--- src/design/rkw_pkg.sv ---
// rkw_pkg: constants and carrier types for the clock, keyboard and wake config block.
// assumes a 32-bit classic wishbone slave port with byte addresses on a 12-bit bus.
// How it works
// each of lock bits 0..3 write-protects one 32-byte quarter of cmos bank 1
// lock bits are sticky against writes; only power-on or hard reset clears them
// bank field 00/01/10/11 maps bank1-only, both, none, bank0-only
// software sets secondary base away from 70h before mapping both banks
// keyboard register bit 7 picks port-line polarity, 0 active low
// keyboard register bit 2 enables the fast system-control reset port
// keyboard register bit 1 picks software or hardware address-line-20 gating
// keyboard register bit 0 picks software or hardware keyboard cpu reset
// keyboard indices f1h to ffh are reserved and read zero
// wake enable bit 1 lets its event raise power-on request, 0 blocks
// first enable register: ri1, ri2, kclk, mclk, gpint1, gpint2, irrx2, alarm
// second register bits 0/1 enable serial rx wake; bits 2,4,6 reserved
// second register bit 3 lets the ring pin raise power-on request
// second register bit 5 lets consumer infrared wake raise power-on request
// second register bit 7 resets to 1 and enables button power-off
// latched wake events held in status, cleared by reading status; gpint1/gpint2 status bits follow their levels instead
// power-on request is the or of all enabled event sources
package rkw_pkg;

    // device windows on the bus, byte address = window + 4 * index
    localparam logic [11:0] RKW_WIN_RTC = 12'h000;
    localparam logic [11:0] RKW_WIN_KBD = 12'h400;
    localparam logic [11:0] RKW_WIN_AUX = 12'h800;

    // printed configuration indices
    localparam logic [7:0] RKW_IDX_WAKE_EN1 = 8'hB0;
    localparam logic [7:0] RKW_IDX_WAKE_EN2 = 8'hB1;
    localparam logic [7:0] RKW_IDX_WAKE_ST1 = 8'hB2;
    localparam logic [7:0] RKW_IDX_WAKE_ST2 = 8'hB3;
    localparam logic [7:0] RKW_IDX_MODE = 8'hF0;

    // reset values
    localparam logic [7:0] RKW_RST_WAKE_EN1 = 8'h00;
    localparam logic [7:0] RKW_RST_WAKE_EN2 = 8'h80;
    localparam logic [7:0] RKW_RST_CMOS_MODE = 8'h00;
    localparam logic [7:0] RKW_RST_KBD_SEL = 8'h00;

    // writable masks, reserved bits read zero
    localparam logic [7:0] RKW_MASK_CMOS_MODE = 8'h3F;
    localparam logic [7:0] RKW_MASK_KBD_SEL = 8'h87;
    localparam logic [7:0] RKW_MASK_WAKE_EN2 = 8'hAB;

    // field positions
    localparam int RKW_BANK_LSB = 4;
    localparam int RKW_KBD_POL = 7;
    localparam int RKW_KBD_FAST_RST = 2;
    localparam int RKW_KBD_A20 = 1;
    localparam int RKW_KBD_CPU_RST = 0;
    localparam int RKW_EN2_RX1 = 0;
    localparam int RKW_EN2_RX2 = 1;
    localparam int RKW_EN2_RING = 3;
    localparam int RKW_EN2_CIR = 5;
    localparam int RKW_EN2_OFF = 7;
    localparam int RKW_EN1_GP1 = 4;
    localparam int RKW_EN1_GP2 = 5;
    localparam int RKW_EN1_ALARM = 7;

    // pin vector positions (all idle high, falling edge is the event)
    localparam int RKW_PIN_RI1 = 0;
    localparam int RKW_PIN_RI2 = 1;
    localparam int RKW_PIN_KCLK = 2;
    localparam int RKW_PIN_MCLK = 3;
    localparam int RKW_PIN_IRRX = 4;
    localparam int RKW_PIN_RXD1 = 5;
    localparam int RKW_PIN_RXD2 = 6;
    localparam int RKW_PIN_RING = 7;
    localparam int RKW_NPINS = 8;

    // bank selection codes
    typedef enum logic [1:0] {
        RKW_BANK1_ONLY = 2'h0,
        RKW_BANK_BOTH = 2'h1,
        RKW_BANK_NONE = 2'h2,
        RKW_BANK0_ONLY = 2'h3
    } rkw_bank_type;

    // register targets of a bus address
    typedef enum logic [2:0] {
        RKW_REG_NONE,
        RKW_REG_CMOS,
        RKW_REG_KBD,
        RKW_REG_EN1,
        RKW_REG_EN2,
        RKW_REG_ST1,
        RKW_REG_ST2
    } rkw_reg_type;

    // wishbone request carrier
    typedef struct packed {
        logic cyc;
        logic stb;
        logic we;
        logic [11:0] adr;
        logic [3:0] sel;
        logic [31:0] dat;
    } rkw_wb_req_type;

    // wake sources from internal logic on this clock
    typedef struct packed {
        logic gpint1;
        logic gpint2;
        logic alarm;
        logic cir_wake;
    } rkw_wake_int_type;

    // keyboard controller selections
    typedef struct packed {
        logic port_line_active_high;
        logic fast_reset_port_en;
        logic address_line_20_gate_hw;
        logic keyboard_cpu_reset_hw;
    } rkw_kbd_cfg_type;

    // cmos map outputs
    typedef struct packed {
        logic bank0_at_primary;
        logic bank1_at_secondary;
        logic [3:0] bank1_lock;
    } rkw_cmos_map_type;

endpackage

--- src/design/rkw_config_regs.sv ---
// rkw_config_regs: mode, keyboard select and wake enable/status registers.
// assumes a classic wishbone master on clk_i and pins that are asynchronous to it.
//
// Design decision made here: the Wishbone interface to the registers.
`timescale 1ns/1ps
module rkw_config_regs
    import rkw_pkg::*;
(
    // clock, reset, enable
    input wire logic clk_i,
    input wire logic rst_i,
    input wire logic vbat_por_i,
    input wire logic ce_i,
    // wishbone slave
    input wire rkw_pkg::rkw_wb_req_type wb_req_i,
    output logic [31:0] wb_dat_o,
    output logic wb_ack_o,
    // cmos bank 1 write check
    input wire logic cmos_wr_i,
    input wire logic [6:0] cmos_adr_i,
    output logic cmos_wr_block_o,
    output rkw_pkg::rkw_cmos_map_type cmos_map_o,
    // keyboard controller selections
    output rkw_pkg::rkw_kbd_cfg_type kbd_cfg_o,
    // wake sources and power control
    input wire logic [7:0] wake_pins_i,
    input wire rkw_pkg::rkw_wake_int_type wake_int_i,
    output logic power_on_request_n_o,
    output logic power_button_off_en_o
);
    import rkw_pkg::*;

    // address decode, shared by read and write paths
    function automatic rkw_reg_type decode(input logic [11:0] adr);
        rkw_reg_type r;
        r = RKW_REG_NONE;
        if (adr == 12'(RKW_WIN_RTC + {RKW_IDX_MODE, 2'h0}))
            r = RKW_REG_CMOS;
        else if (adr == 12'(RKW_WIN_KBD + {RKW_IDX_MODE, 2'h0}))
            r = RKW_REG_KBD;
        else if (adr == 12'(RKW_WIN_AUX + {RKW_IDX_WAKE_EN1, 2'h0}))
            r = RKW_REG_EN1;
        else if (adr == 12'(RKW_WIN_AUX + {RKW_IDX_WAKE_EN2, 2'h0}))
            r = RKW_REG_EN2;
        else if (adr == 12'(RKW_WIN_AUX + {RKW_IDX_WAKE_ST1, 2'h0}))
            r = RKW_REG_ST1;
        else if (adr == 12'(RKW_WIN_AUX + {RKW_IDX_WAKE_ST2, 2'h0}))
            r = RKW_REG_ST2;
        return r;
    endfunction

    // pin synchronisers and edge history
    logic [7:0] sync1_q;
    logic [7:0] sync2_q;
    logic [7:0] prev_q;
    logic [7:0] fall;

    // two flops per pin, then a third stage for edge detection
    genvar g;
    generate
        for (g = 0; g < RKW_NPINS; g++)
        begin : g_pin
            always_ff @(posedge clk_i)
            begin
                if (rst_i)
                begin
                    sync1_q[g] <= 1'b1;
                    sync2_q[g] <= 1'b1;
                    prev_q[g] <= 1'b1;
                end
                else if (ce_i)
                begin
                    sync1_q[g] <= wake_pins_i[g];
                    sync2_q[g] <= sync1_q[g];
                    prev_q[g] <= sync2_q[g];
                end
            end
            assign fall[g] = prev_q[g] & ~sync2_q[g];
        end
    endgenerate

    // register state
    logic ack_q, ack_d;
    logic [31:0] dat_q, dat_d;
    logic [7:0] cmos_q, cmos_d;
    logic [7:0] kbd_q, kbd_d;
    logic [7:0] en1_q, en1_d;
    logic [7:0] en2_q, en2_d;
    logic [7:0] st1_q, st1_d;
    logic [7:0] st2_q, st2_d;
    logic blk_q, blk_d;
    rkw_cmos_map_type map_q, map_d;
    logic pwr_n_q, pwr_n_d;
    rkw_reg_type sel_reg;
    logic req, wr_now, rd_now;
    logic [7:0] ev1, ev2;

    // a request ends at the edge after ack, where writes and read-clears land
    always_comb
    begin
        req = wb_req_i.cyc & wb_req_i.stb;
        sel_reg = decode(wb_req_i.adr);
        wr_now = req & ack_q & wb_req_i.we & wb_req_i.sel[0];
        rd_now = req & ack_q & ~wb_req_i.we;
        ack_d = req & ~ack_q;
        dat_d = dat_q;
        if (req & ~ack_q)
        begin
            dat_d = 32'h0000_0000;
            case (sel_reg)
                RKW_REG_CMOS: dat_d[7:0] = cmos_q & RKW_MASK_CMOS_MODE;
                // port polarity readback; R9 other indices read zero
                RKW_REG_KBD: dat_d[7:0] = kbd_q & RKW_MASK_KBD_SEL;
                RKW_REG_EN1: dat_d[7:0] = en1_q;
                RKW_REG_EN2: dat_d[7:0] = en2_q & RKW_MASK_WAKE_EN2;
                RKW_REG_ST1: dat_d[7:0] = st1_q;
                RKW_REG_ST2: dat_d[7:0] = st2_q;
                default: dat_d = 32'h0000_0000;
            endcase
        end
    end

    // configuration next values
    always_comb
    begin
        cmos_d = cmos_q;
        kbd_d = kbd_q;
        en1_d = en1_q;
        en2_d = en2_q;
        if (wr_now)
        begin
            case (sel_reg)
                RKW_REG_CMOS:
                begin
                    // locks only ever set from the bus
                    cmos_d[3:0] = cmos_q[3:0] | wb_req_i.dat[3:0];
                    // bank selection field
                    cmos_d[5:4] = wb_req_i.dat[5:4];
                end
                // keyboard selections stored
                RKW_REG_KBD: kbd_d = wb_req_i.dat[7:0] & RKW_MASK_KBD_SEL;
                // first enable register
                RKW_REG_EN1: en1_d = wb_req_i.dat[7:0];
                // reserved bits held at zero
                RKW_REG_EN2: en2_d = wb_req_i.dat[7:0] & RKW_MASK_WAKE_EN2;
                default: cmos_d = cmos_q;
            endcase
        end
        // map decoded ahead of the flop, so the pins come from a register
        map_d.bank1_lock = cmos_d[3:0];
        map_d.bank0_at_primary = (cmos_d[5:4] == RKW_BANK_BOTH) || (cmos_d[5:4] == RKW_BANK0_ONLY);
        map_d.bank1_at_secondary = (cmos_d[5:4] == RKW_BANK_BOTH) || (cmos_d[5:4] == RKW_BANK1_ONLY);
    end

    // wake events, status and power request
    always_comb
    begin
        ev1 = 8'h00;
        ev1[0] = fall[RKW_PIN_RI1];
        ev1[1] = fall[RKW_PIN_RI2];
        ev1[2] = fall[RKW_PIN_KCLK];
        ev1[3] = fall[RKW_PIN_MCLK];
        ev1[6] = fall[RKW_PIN_IRRX];
        ev1[RKW_EN1_ALARM] = wake_int_i.alarm;
        ev2 = 8'h00;
        ev2[RKW_EN2_RX1] = fall[RKW_PIN_RXD1];
        ev2[RKW_EN2_RX2] = fall[RKW_PIN_RXD2];
        ev2[RKW_EN2_RING] = fall[RKW_PIN_RING];
        ev2[RKW_EN2_CIR] = wake_int_i.cir_wake;
        // read clears, but a new event in that cycle wins
        st1_d = ((rd_now && sel_reg == RKW_REG_ST1) ? 8'h00 : st1_q) | ev1;
        st2_d = ((rd_now && sel_reg == RKW_REG_ST2) ? 8'h00 : st2_q) | ev2;
        // group interrupts are levels, cleared at their source
        st1_d[RKW_EN1_GP1] = wake_int_i.gpint1;
        st1_d[RKW_EN1_GP2] = wake_int_i.gpint2;
        // enabled sources or together, active low out
        pwr_n_d = ~(|(st1_q & en1_q) | |(st2_q & en2_q & 8'h2B));
        // block a bank 1 write into a locked quarter
        blk_d = cmos_wr_i & cmos_q[cmos_adr_i[6:5]];
    end

    // bus side and hard-reset registers
    always_ff @(posedge clk_i)
    begin
        if (rst_i)
        begin
            ack_q <= 1'b0;
            dat_q <= 32'h0000_0000;
            // hard reset is the only clear of the locks
            cmos_q <= RKW_RST_CMOS_MODE;
            kbd_q <= RKW_RST_KBD_SEL;
            blk_q <= 1'b0;
            // decode of the reset mode: bank 1 only, no locks
            map_q <= '{bank0_at_primary: 1'b0, bank1_at_secondary: 1'b1, bank1_lock: 4'h0};
        end
        else if (ce_i)
        begin
            ack_q <= ack_d;
            dat_q <= dat_d;
            cmos_q <= cmos_d;
            kbd_q <= kbd_d;
            blk_q <= blk_d;
            map_q <= map_d;
        end
    end

    // battery-backed registers survive bus reset
    always_ff @(posedge clk_i)
    begin
        if (vbat_por_i)
        begin
            en1_q <= RKW_RST_WAKE_EN1;
            // power-off by button enabled after power-up
            en2_q <= RKW_RST_WAKE_EN2;
            st1_q <= 8'h00;
            st2_q <= 8'h00;
            pwr_n_q <= 1'b1;
        end
        else if (ce_i)
        begin
            en1_q <= en1_d;
            en2_q <= en2_d;
            st1_q <= st1_d;
            st2_q <= st2_d;
            pwr_n_q <= pwr_n_d;
        end
    end

    // outputs straight from flops
    always_comb
    begin
        wb_ack_o = ack_q;
        wb_dat_o = dat_q;
        cmos_wr_block_o = blk_q;
        power_on_request_n_o = pwr_n_q;
        // button power-off enable
        power_button_off_en_o = en2_q[RKW_EN2_OFF];
        // lock bits and bank map, registered
        cmos_map_o = map_q;
        // keyboard controls
        kbd_cfg_o.port_line_active_high = kbd_q[RKW_KBD_POL];
        kbd_cfg_o.fast_reset_port_en = kbd_q[RKW_KBD_FAST_RST];
        kbd_cfg_o.address_line_20_gate_hw = kbd_q[RKW_KBD_A20];
        kbd_cfg_o.keyboard_cpu_reset_hw = kbd_q[RKW_KBD_CPU_RST];
    end

endmodule // rkw_config_regs

--- config.mk ---
export PLATFORM = sky130hd
export DESIGN_NAME = rkw_config_regs
export DESIGN_NICKNAME = d
export VERILOG_FILES = /design/src/design/rkw_pkg.sv /design/src/design/rkw_config_regs.sv
export SDC_FILE = /design/constraint.sdc
export NUM_CORES = 1
export LEC_CHECK = 0
export BUFFER_PORTS_ARGS = -buffer_cell sky130_fd_sc_hd__buf_4
export CORE_MARGIN = 2
export CORE_UTILIZATION = 50
export CTS_CLUSTER_DIAMETER = 30
export DETAILED_ROUTE_END_ITERATION = 10
export MAX_ROUTING_LAYER = met4
export PLACE_DENSITY = 0.9
export SLEW_MARGIN = 20
export SYNTH_ARGS = -nofsm -noshare
export SYNTH_HDL_FRONTEND = slang
export SYNTH_SLANG_ARGS = --single-unit
export TNS_END_PERCENT = 100
--- constraint.sdc ---
create_clock -name clk_i -period 2.1 [get_ports clk_i]
set_input_delay 0.315 -clock clk_i [delete_from_list [all_inputs] [get_ports clk_i]]
set_output_delay 0.315 -clock clk_i [all_outputs]
set_load 0.03 [all_outputs]
# == Yosys cells after proc, flatten, opt, wreduce, memory -nomap -nowiden ==
# Index checks and enable logic that the tools add are counted.
# word_totals
regBits,80
latchBits,0
mem_bits_rw,0
mem_bits_ro,0
inputBits,75
out_inout_bits,46
memories,0
# op_classes
addsub,0
multipliers,0
div_mod_pow,0
n_lt_le_gt_ge,1
eq_ne,14
n_shift,0
n_mux,13
n_bitwise,32
n_reduce_logical,11
# op_table
cell,count
"12-bit == test, second input constant",4
8-bit case mux with 6 select lines,1
3-bit two-way mux,6
8-bit two-way mux,2
1-bit AND,15
"12-bit by 10-bit == test with 1-bit output, second input constant",1
"12-bit by 11-bit == test with 1-bit output, second input constant",1
6-bit two-way mux,2
1-bit NOT,11
"3-bit == test, second input constant",3
3-bit AND reduction,3
8-bit AND,1
8-bit by 6-bit bitwise OR with 8-bit output,1
8-bit bitwise OR,1
8-bit OR reduction,1
6-bit AND,1
"3-bit by 2-bit == test with 1-bit output, second input constant",2
"2-bit by 4-bit less-than comparator with 1-bit output, second input constant",1
4-bit bitwise OR,1
4-bit OR reduction,1
"3-bit by 1-bit == test with 1-bit output, second input constant",1
1-bit binary-select mux with 2-bit select,1
"2-bit by 1-bit == test with 1-bit output, second input constant",1
"2-bit == test, second input constant",1
other kinds (6),8

# == Depth between registers and ports, before layout ==
# Gate-level depths: netlist of run 1.
# depth
ltp_word,12
depth_mapped,7
depth_no_buf,4

# == Least setup slack after synthesis of run 1 ==
# No wires, ideal clock.
# synth_timing
kind,flip-flop to flip-flop
start,register ack_q (netlist: wb_ack_o)
end,register en1_q[0]
setup_ns,0.119
arrival_ns,1.759
slack_ns,0.222
stages_incl_launch_ff,6
path_buffers,1
synth_period_minus_slack_ns,1.878
path_cell_list,dfxtp_1 nand3_1 or2_2 or4_1 buf_2 mux2i_1
# synth_between
elab_chain_len,4
# synth_lines
element,line_no,text
from (decl),rkw_config_regs.sv:83,"logic ack_q, ack_d;"
from (signal assigned),rkw_config_regs.sv:198,ack_q <= ack_d;
1-bit AND (3 in series),rkw_config_regs.sv:103,wr_now = req & ack_q & wb_req_i.we & wb_req_i.sel[0];
3-bit AND reduction (no line),--,
to (signal assigned),rkw_config_regs.sv:221,en1_q <= en1_d;
to (decl),rkw_config_regs.sv:87,"logic [7:0] en1_q, en1_d;"
# No other way between the ends.
# A chain may end at the register's enable or synchronous reset.

# == Worst setup path after layout of run 1 ==
# layout_timing
start,register ack_q (netlist: wb_ack_o)
end,register en1_q[5]
# The elaborated chain is that of the path after synthesis.

==> impl_metrics.toml, run 1 <==
[worst_setup_path]
worstPathRequired_ns = 2.33
cp.buffers_inverters = 0
path_cells = "nand3_1, or2_2, or4_1, mux2i_1"
start_kind = "flop"
rr_endpoint = "en1_q[5]$_SDFFE_PP0P_"
path_delay_family = "simple AND/OR/NAND/NOR gates"
crit_arrival_ns = 2.02
rrSetupSlack_ns = 0.31
r2r_cells = 4
timing.critical_path.fanout_max = 6
critPathSlowestCell = "or4_1"
max_stage_delay_ns = 0.57
crit_type = "flop to flop"
r2r-start = "wb_ack_o$_SDFFE_PP0P_"
end_kind = "flop"

[min_path]
hp-start = "wake_pins_i[0]"
holdPathEnd = "sync1_q[0]$_SDFFE_PP1P_"
holdPathStages = 3
worstHoldPathType = "input port to flop"

[power_and_ir_drop]
ir_worst_vdd_v = 0.000547
leakagePower_uw = 0.00168
p_per_area_nw_per_um2 = 718

[routing]
vias = 2902
routed_via_density = 5.83
drt-initial-drc-count = 226
wl_per_cell_um = 16.6
ant_nets = 0
first_pass_iters = 5
routed_wl_um = 8260
drc = 0

[timing]
relSlewSlack = 0.643
final.setup.tns_ns = 0
finalMaxSlewViolations = 0
finalCriticalPeriod_ns = 1.79
setup_viol = 0
fin_crit_sh = 0.851
max_freq_ghz = 0.559
worst_slew_pin_slew_ns = 0.532
fin_worst_skew_ns = 0.0110
rsz0062_at_grt = "false"
finalHoldViolations = 0

[finish]
drive_gt1_frac = 0.235
num_antenna_cells = 0
fill_cells = 521
final_common_cell = "buf_4"
final_cell_mix = "buf_4 (72), dfxtp_1 (71), nand2_1 (59), mux2i_1 (43), conb_1 (24)"
synthToLayoutAreaGrowth_pct = 18.7
finalCoreUtilization = 0.621
nNetsFinal = 492

[placed_design]
routabilityCongestion = 0.876
numPortBuffers = 64
dp_hpwl_um = 5960

[run]
max_cap_viol_count = 0

[floorplanning]
start_util = 0.523
fp-row-count = 29
core_um2 = 6420
boundaryPins = 121
die_h_um = 86.0
die_area_um2 = 7390
fp.dieW_um = 86.0

[logic_synthesis]
synth_edf_count = 0
synth_cells = 358
synth_seq_cells = 71
yosysSeqAreaShare = 0.423
synthArstFlopShare = 0
synth_ff_type = "dfxtp_1"
syn_area_per_cell_um2 = 9.38
synth_warnings = 0
synth_area_um2 = 3360
synth_cell_types = 49

[clocking]
cts_sinks = 71
ctsResizeCount = 0
h-tree-depth = 3
cts_tree = "built"
clk_latency_ns = 0.35
cts_max_path_buffers = 2
hold_buffers = 0
postCtsSetupBuffers = 0
cts_made_buffers = 9
cts_root_buffer = "clkbuf_8"
cts.clk_slew.worst_paths_ns = 0.07

[grt]
grt_usage = 0.236
overflow = 0
grt_pass1_vias = 2779
antenna_found_initial = 0
grt_max_degree = 41
grt_pass1_wl_um = 13300

[status]
status = "finished, final reports clean"
per-layer routing:
metal  vias up  wire length (um)  track usage
li1       1343                 -            -
met1      1343              3150        0.269
met2       183              4060        0.385
met3        33               819       0.0789
met4         0               233       0.0909
met5         -                 0            -
worst max-delay path by stage:
stage,end,from,cells past startpoint
6_report,en1_q[5]$_SDFFE_PP0P_,wb_ack_o$_SDFFE_PP0P_,4
5_1_grt,en1_q[0]$_SDFFE_PP0P_,wb_ack_o$_SDFFE_PP0P_,4
4_1_cts,en1_q[5]$_SDFFE_PP0P_,wb_ack_o$_SDFFE_PP0P_,4
3_5_place_dp,wb_dat_o[3]$_SDFFE_PP0P_,wb_req_i[38],5
3_3_place_gp,en1_q[1]$_SDFFE_PP0P_,wb_req_i[46],5
2_1_floorplan,en1_q[0]$_SDFFE_PP0P_,wb_ack_o$_SDFFE_PP0P_,5
cell type report:
cell class                 count  area, um2  share of cell area
clock inverter                 3       68.8              0.0173
sequential                    71       1420               0.357
timing repair buffer          72        541               0.136
tap                           77       96.3              0.0242
multi-input combinational    253       1690               0.423
inverter                      10       37.5             0.00942
clock buffer                  12        135              0.0339
state kept, by name (all words and copies together), names as in the netlist, 5 cells and up:
register / flops
en1_q: 8
prev_q: 8
st1_q: 8
sync1_q: 8
sync2_q: 8
wb_dat_o: 8
cmos_q: 6
en2_q: 5
power by group:
group          leakage, uW  internal, uW  switching [uW]  total [uW]
clock             0.000101           666             496        1160
sequential        0.000577          1380            22.4        1400
combinational      0.00100           115             186         301
cell families after synthesis:
group / after synthesis / synth area share
buf+inv: 57 / 0.100
other cells: 1 / 0.00112
mux: 49 / 0.165
compound gates: 62 / 0.123
flops: 71 / 0.423
simple gates: 118 / 0.187
worst register-to-register path: cells and delay by family, from the launching register on:
family           cells  cell delay (ns)
multiplexers         1             0.18
AND/OR/NAND/NOR      3             1.06
flip-flops           1             0.43
Yosys cell counts, types with 2 or more instances:
library cell | number | share of area
buf_2 | 2 | 0.0030
nor4_1 | 2 | 0.0037
and3_1 | 2 | 0.0037
buf_1 | 2 | 0.0022
nand3_1 | 9 | 0.013
a21oi_1 | 13 | 0.019
nand2_1 | 59 | 0.066
a32o_1 | 3 | 0.0089
a2bb2oi_1 | 3 | 0.0078
dfxtp_1 | 71 | 0.42
buf_4 | 30 | 0.067
o211ai_1 | 3 | 0.0067
nand4_1 | 3 | 0.0056
mux2i_1 | 43 | 0.13
o32ai_1 | 2 | 0.0052
inv_1 | 9 | 0.010
or4_1 | 3 | 0.0067
mux4_2 | 5 | 0.034
a22o_1 | 3 | 0.0078
a41oi_1 | 4 | 0.010
nand3b_1 | 7 | 0.016
o21ai_0 | 18 | 0.027
or2_2 | 2 | 0.0037
clkbuf_1 | 12 | 0.013
a22oi_1 | 7 | 0.016
nor2_1 | 17 | 0.019
nor4_4 | 2 | 0.013
stage by stage:
step                      total power, uW  hold slack [ns]  instance area (um2)  setup WS, ns  instances
after detailed placement             1730            0.450                 3780         0.108        483
final                                2860            0.179                 3990         0.312        498
after CTS                            2860            0.172                 3990         0.346        498
after global placement               1720            0.440                 3780         0.215        483
after floorplan                      1650            0.440                 3440         0.222        381
after global routing                 2950            0.172                 3990         0.239        498
Power figures use the tool's default switching activity.
==> run 2: changes to the inputs <==
Settings changed: ABC_AREA from default to 1, CORE_ASPECT_RATIO from default to 0.8, CORE_UTILIZATION 50 to 49, PLACE_DENSITY 0.9 to 0.89.
==> impl_metrics.toml, run 2 <==
[worst_setup_path]
start_kind = "flop"
worstPathRequired_ns = 2.32
timing.critical_path.fanout_max = 16
rrSetupSlack_ns = 0.40
rr_endpoint = "en1_q[5]$_SDFFE_PP0P_"
r2r_cells = 6
crit_arrival_ns = 1.93
r2r-start = "wb_ack_o$_SDFFE_PP0P_"
crit_type = "flop to flop"
end_kind = "flop"

[logic_synthesis]
netlist.area_leader.share = 0.429
synthTopCellsByArea = "dfxtp_1 (43%), nand2_1 (13%), nand3_1 (7.2%), buf_4 (6.6%), a21oi_1 (6.2%)"
syn_area_per_cell_um2 = 7.30
synth_area_um2 = 3320
yosysMostFrequentCell = "nand2_1"
synth_seq_cells = 71
synth_cells = 454
synthArstFlopShare = 0
ys_top_cells_by_count = "nand2_1 (114), dfxtp_1 (71), nand3_1 (48)"
yosysSeqAreaShare = 0.429
synth_warnings = 0
synth_edf_count = 0
synth_cell_types = 30
synth_ff_type = "dfxtp_1"
yosysTopAreaCell = "dfxtp_1"

[min_path]
holdPathStages = 3
hp-start = "wake_pins_i[5]"
worstHoldPathType = "input port to flop"
holdPathEnd = "sync1_q[5]$_SDFFE_PP1P_"

[timing]
finalHoldViolations = 0
setup_viol = 0
final.setup.tns_ns = 0
worst_slew_pin_slew_ns = 0.526
rsz0062_at_grt = "false"
finalCriticalPeriod_ns = 1.70
finalMaxSlewViolations = 0
max_freq_ghz = 0.587
relSlewSlack = 0.648
whs_ns = 0.174
fin_worst_skew_ns = 0.00923
fin_crit_sh = 0.812

[routing]
first_pass_iters = 5
vias = 3089
routed_wl_um = 8010
drt-initial-drc-count = 244
drc = 0
wl_per_cell_um = 13.4
routed_via_density = 5.17
ant_nets = 0

[clocking]
h-tree-depth = 3
cts_root_buffer = "clkbuf_8"
cts_sinks = 71
cts_tree = "built"
cts.clk_slew.worst_paths_ns = 0.07
hold_buffers = 0
cts_max_path_buffers = 2
clk_latency_ns = 0.35
postCtsSetupBuffers = 0
ctsResizeCount = 0
cts_made_buffers = 9

[placed_design]
numPortBuffers = 64
routabilityCongestion = 0.931
dp_hpwl_um = 5980

[finish]
synthToLayoutAreaGrowth_pct = 17.9
num_antenna_cells = 0
nNetsFinal = 585
final_cell_mix = "nand2_1 (114), dfxtp_1 (71), buf_4 (69), nand3_1 (48), a21oi_1 (41)"
fill_cells = 603
final_common_cell = "nand2_1"
drive_gt1_frac = 0.220

[grt]
antenna_found_initial = 0
grtUsageMet2 = 0.363
grt_pass1_vias = 2920
grt_pass1_wl_um = 13100
grt_max_degree = 32
grt_busiest_layer = "met2"
grt.met3_usage = 0.0748
overflow = 0
grt_usage = 0.235
use_met1 = 0.291

[power_and_ir_drop]
leakagePower_uw = 0.00172
p_int_uw = 2050
clkPwrFrac = 0.384
ir_worst_vdd_v = 0.000485
power_frac_comb = 0.102
p_per_area_nw_per_um2 = 705
swShare = 0.255
power.share.sequential = 0.514
power.switching_uw = 702

[floorplanning]
fp.dieW_um = 96.0
die_h_um = 77.6
core_um2 = 6470
start_util = 0.512
boundaryPins = 121
fp-row-count = 26
die_area_um2 = 7440

[status]
status = "finished, final reports clean"

[run]
max_cap_viol_count = 0
[run 2: worst max path at each step]
| stage | slack, ns | cells after the start | startpoint | to |
|---|---|---|---|---|
| 3_3_place_gp | 0.33 | 7 | wb_req_i[41] | en1_q[1]$_SDFFE_PP0P_ |
| 4_1_cts | 0.46 | 6 | wb_ack_o$_SDFFE_PP0P_ | en1_q[1]$_SDFFE_PP0P_ |
| 3_5_place_dp | 0.25 | 7 | wb_req_i[41] | en1_q[1]$_SDFFE_PP0P_ |
| 2_1_floorplan | 0.61 | 7 | wb_ack_o$_SDFFE_PP0P_ | en1_q[6]$_SDFFE_PP0P_ |
| 6_report | 0.40 | 6 | wb_ack_o$_SDFFE_PP0P_ | en1_q[5]$_SDFFE_PP0P_ |
| 5_1_grt | 0.23 | 6 | wb_ack_o$_SDFFE_PP0P_ | en1_q[3]$_SDFFE_PP0P_ |
[run 2: worst max-delay path, cell delays in order, from the launching register on]
cell	delay [ns]
dfxtp_1	0.38
and3_1	0.19
nand2_1	0.12
inv_2	0.15
nand4_2	0.37
o21ai_0	0.30
a21oi_1	0.07
[run 2: layout make-up]
| cell class | instances | area, um2 | share of cell area |
|---|---|---|---|
| Tap cell | 84 | 105 | 0.0269 |
| Timing Repair Buffer | 69 | 518 | 0.133 |
| Sequential cell | 71 | 1420 | 0.364 |
| Clock inverter | 3 | 45.0 | 0.0115 |
| Clock buffer | 11 | 141 | 0.0362 |
| Inverter | 35 | 131 | 0.0336 |
| Multi-Input combinational cell | 324 | 1550 | 0.396 |
[run 2: layer usage]
layer,wire [um],vias up,part of all wire
li1,-,1539,-
met5,0,-,0
met3,686,22,0.086
met1,3410,1387,0.43
met4,189,0,0.024
met2,3720,141,0.46
[run 2: kinds of logic after synthesis]
| kind of cell | after synthesis | share of synthesized area |
|---|---|---|
| flip-flops | 71 | 0.429 |
| AND/OR/NAND/NOR | 215 | 0.295 |
| buffers and inverters | 82 | 0.131 |
| other | 1 | 0.00113 |
| AO/OA/AOI/OAI | 85 | 0.144 |
[run 2: power groups by stage]
stage / clock network (uW) / registers [uW] / logic (uW)
3_3_place_gp: 0 / 1440 / 272
3_5_place_dp: 0 / 1450 / 279
5_1_grt: 1130 / 1420 / 309
4_1_cts: 1070 / 1410 / 280
2_1_floorplan: 0 / 1440 / 206
6_report: 1060 / 1420 / 281
[run 2: metrics by stage]
| stage | power (uW) | area, um2 | setup slack [ns] | utilization | instances |
|---|---|---|---|---|---|
| floorplan | 1650 | 3400 | 0.609 | - | 477 |
| global placement | 1720 | 3720 | 0.333 | 0.575 | 583 |
| detailed placement | 1720 | 3720 | 0.253 | 0.575 | 583 |
| CTS | 2760 | 3910 | 0.460 | 0.604 | 597 |
| global route | 2860 | 3910 | 0.230 | 0.604 | 597 |
| finish | 2760 | 3910 | 0.395 | 0.604 | 597 |
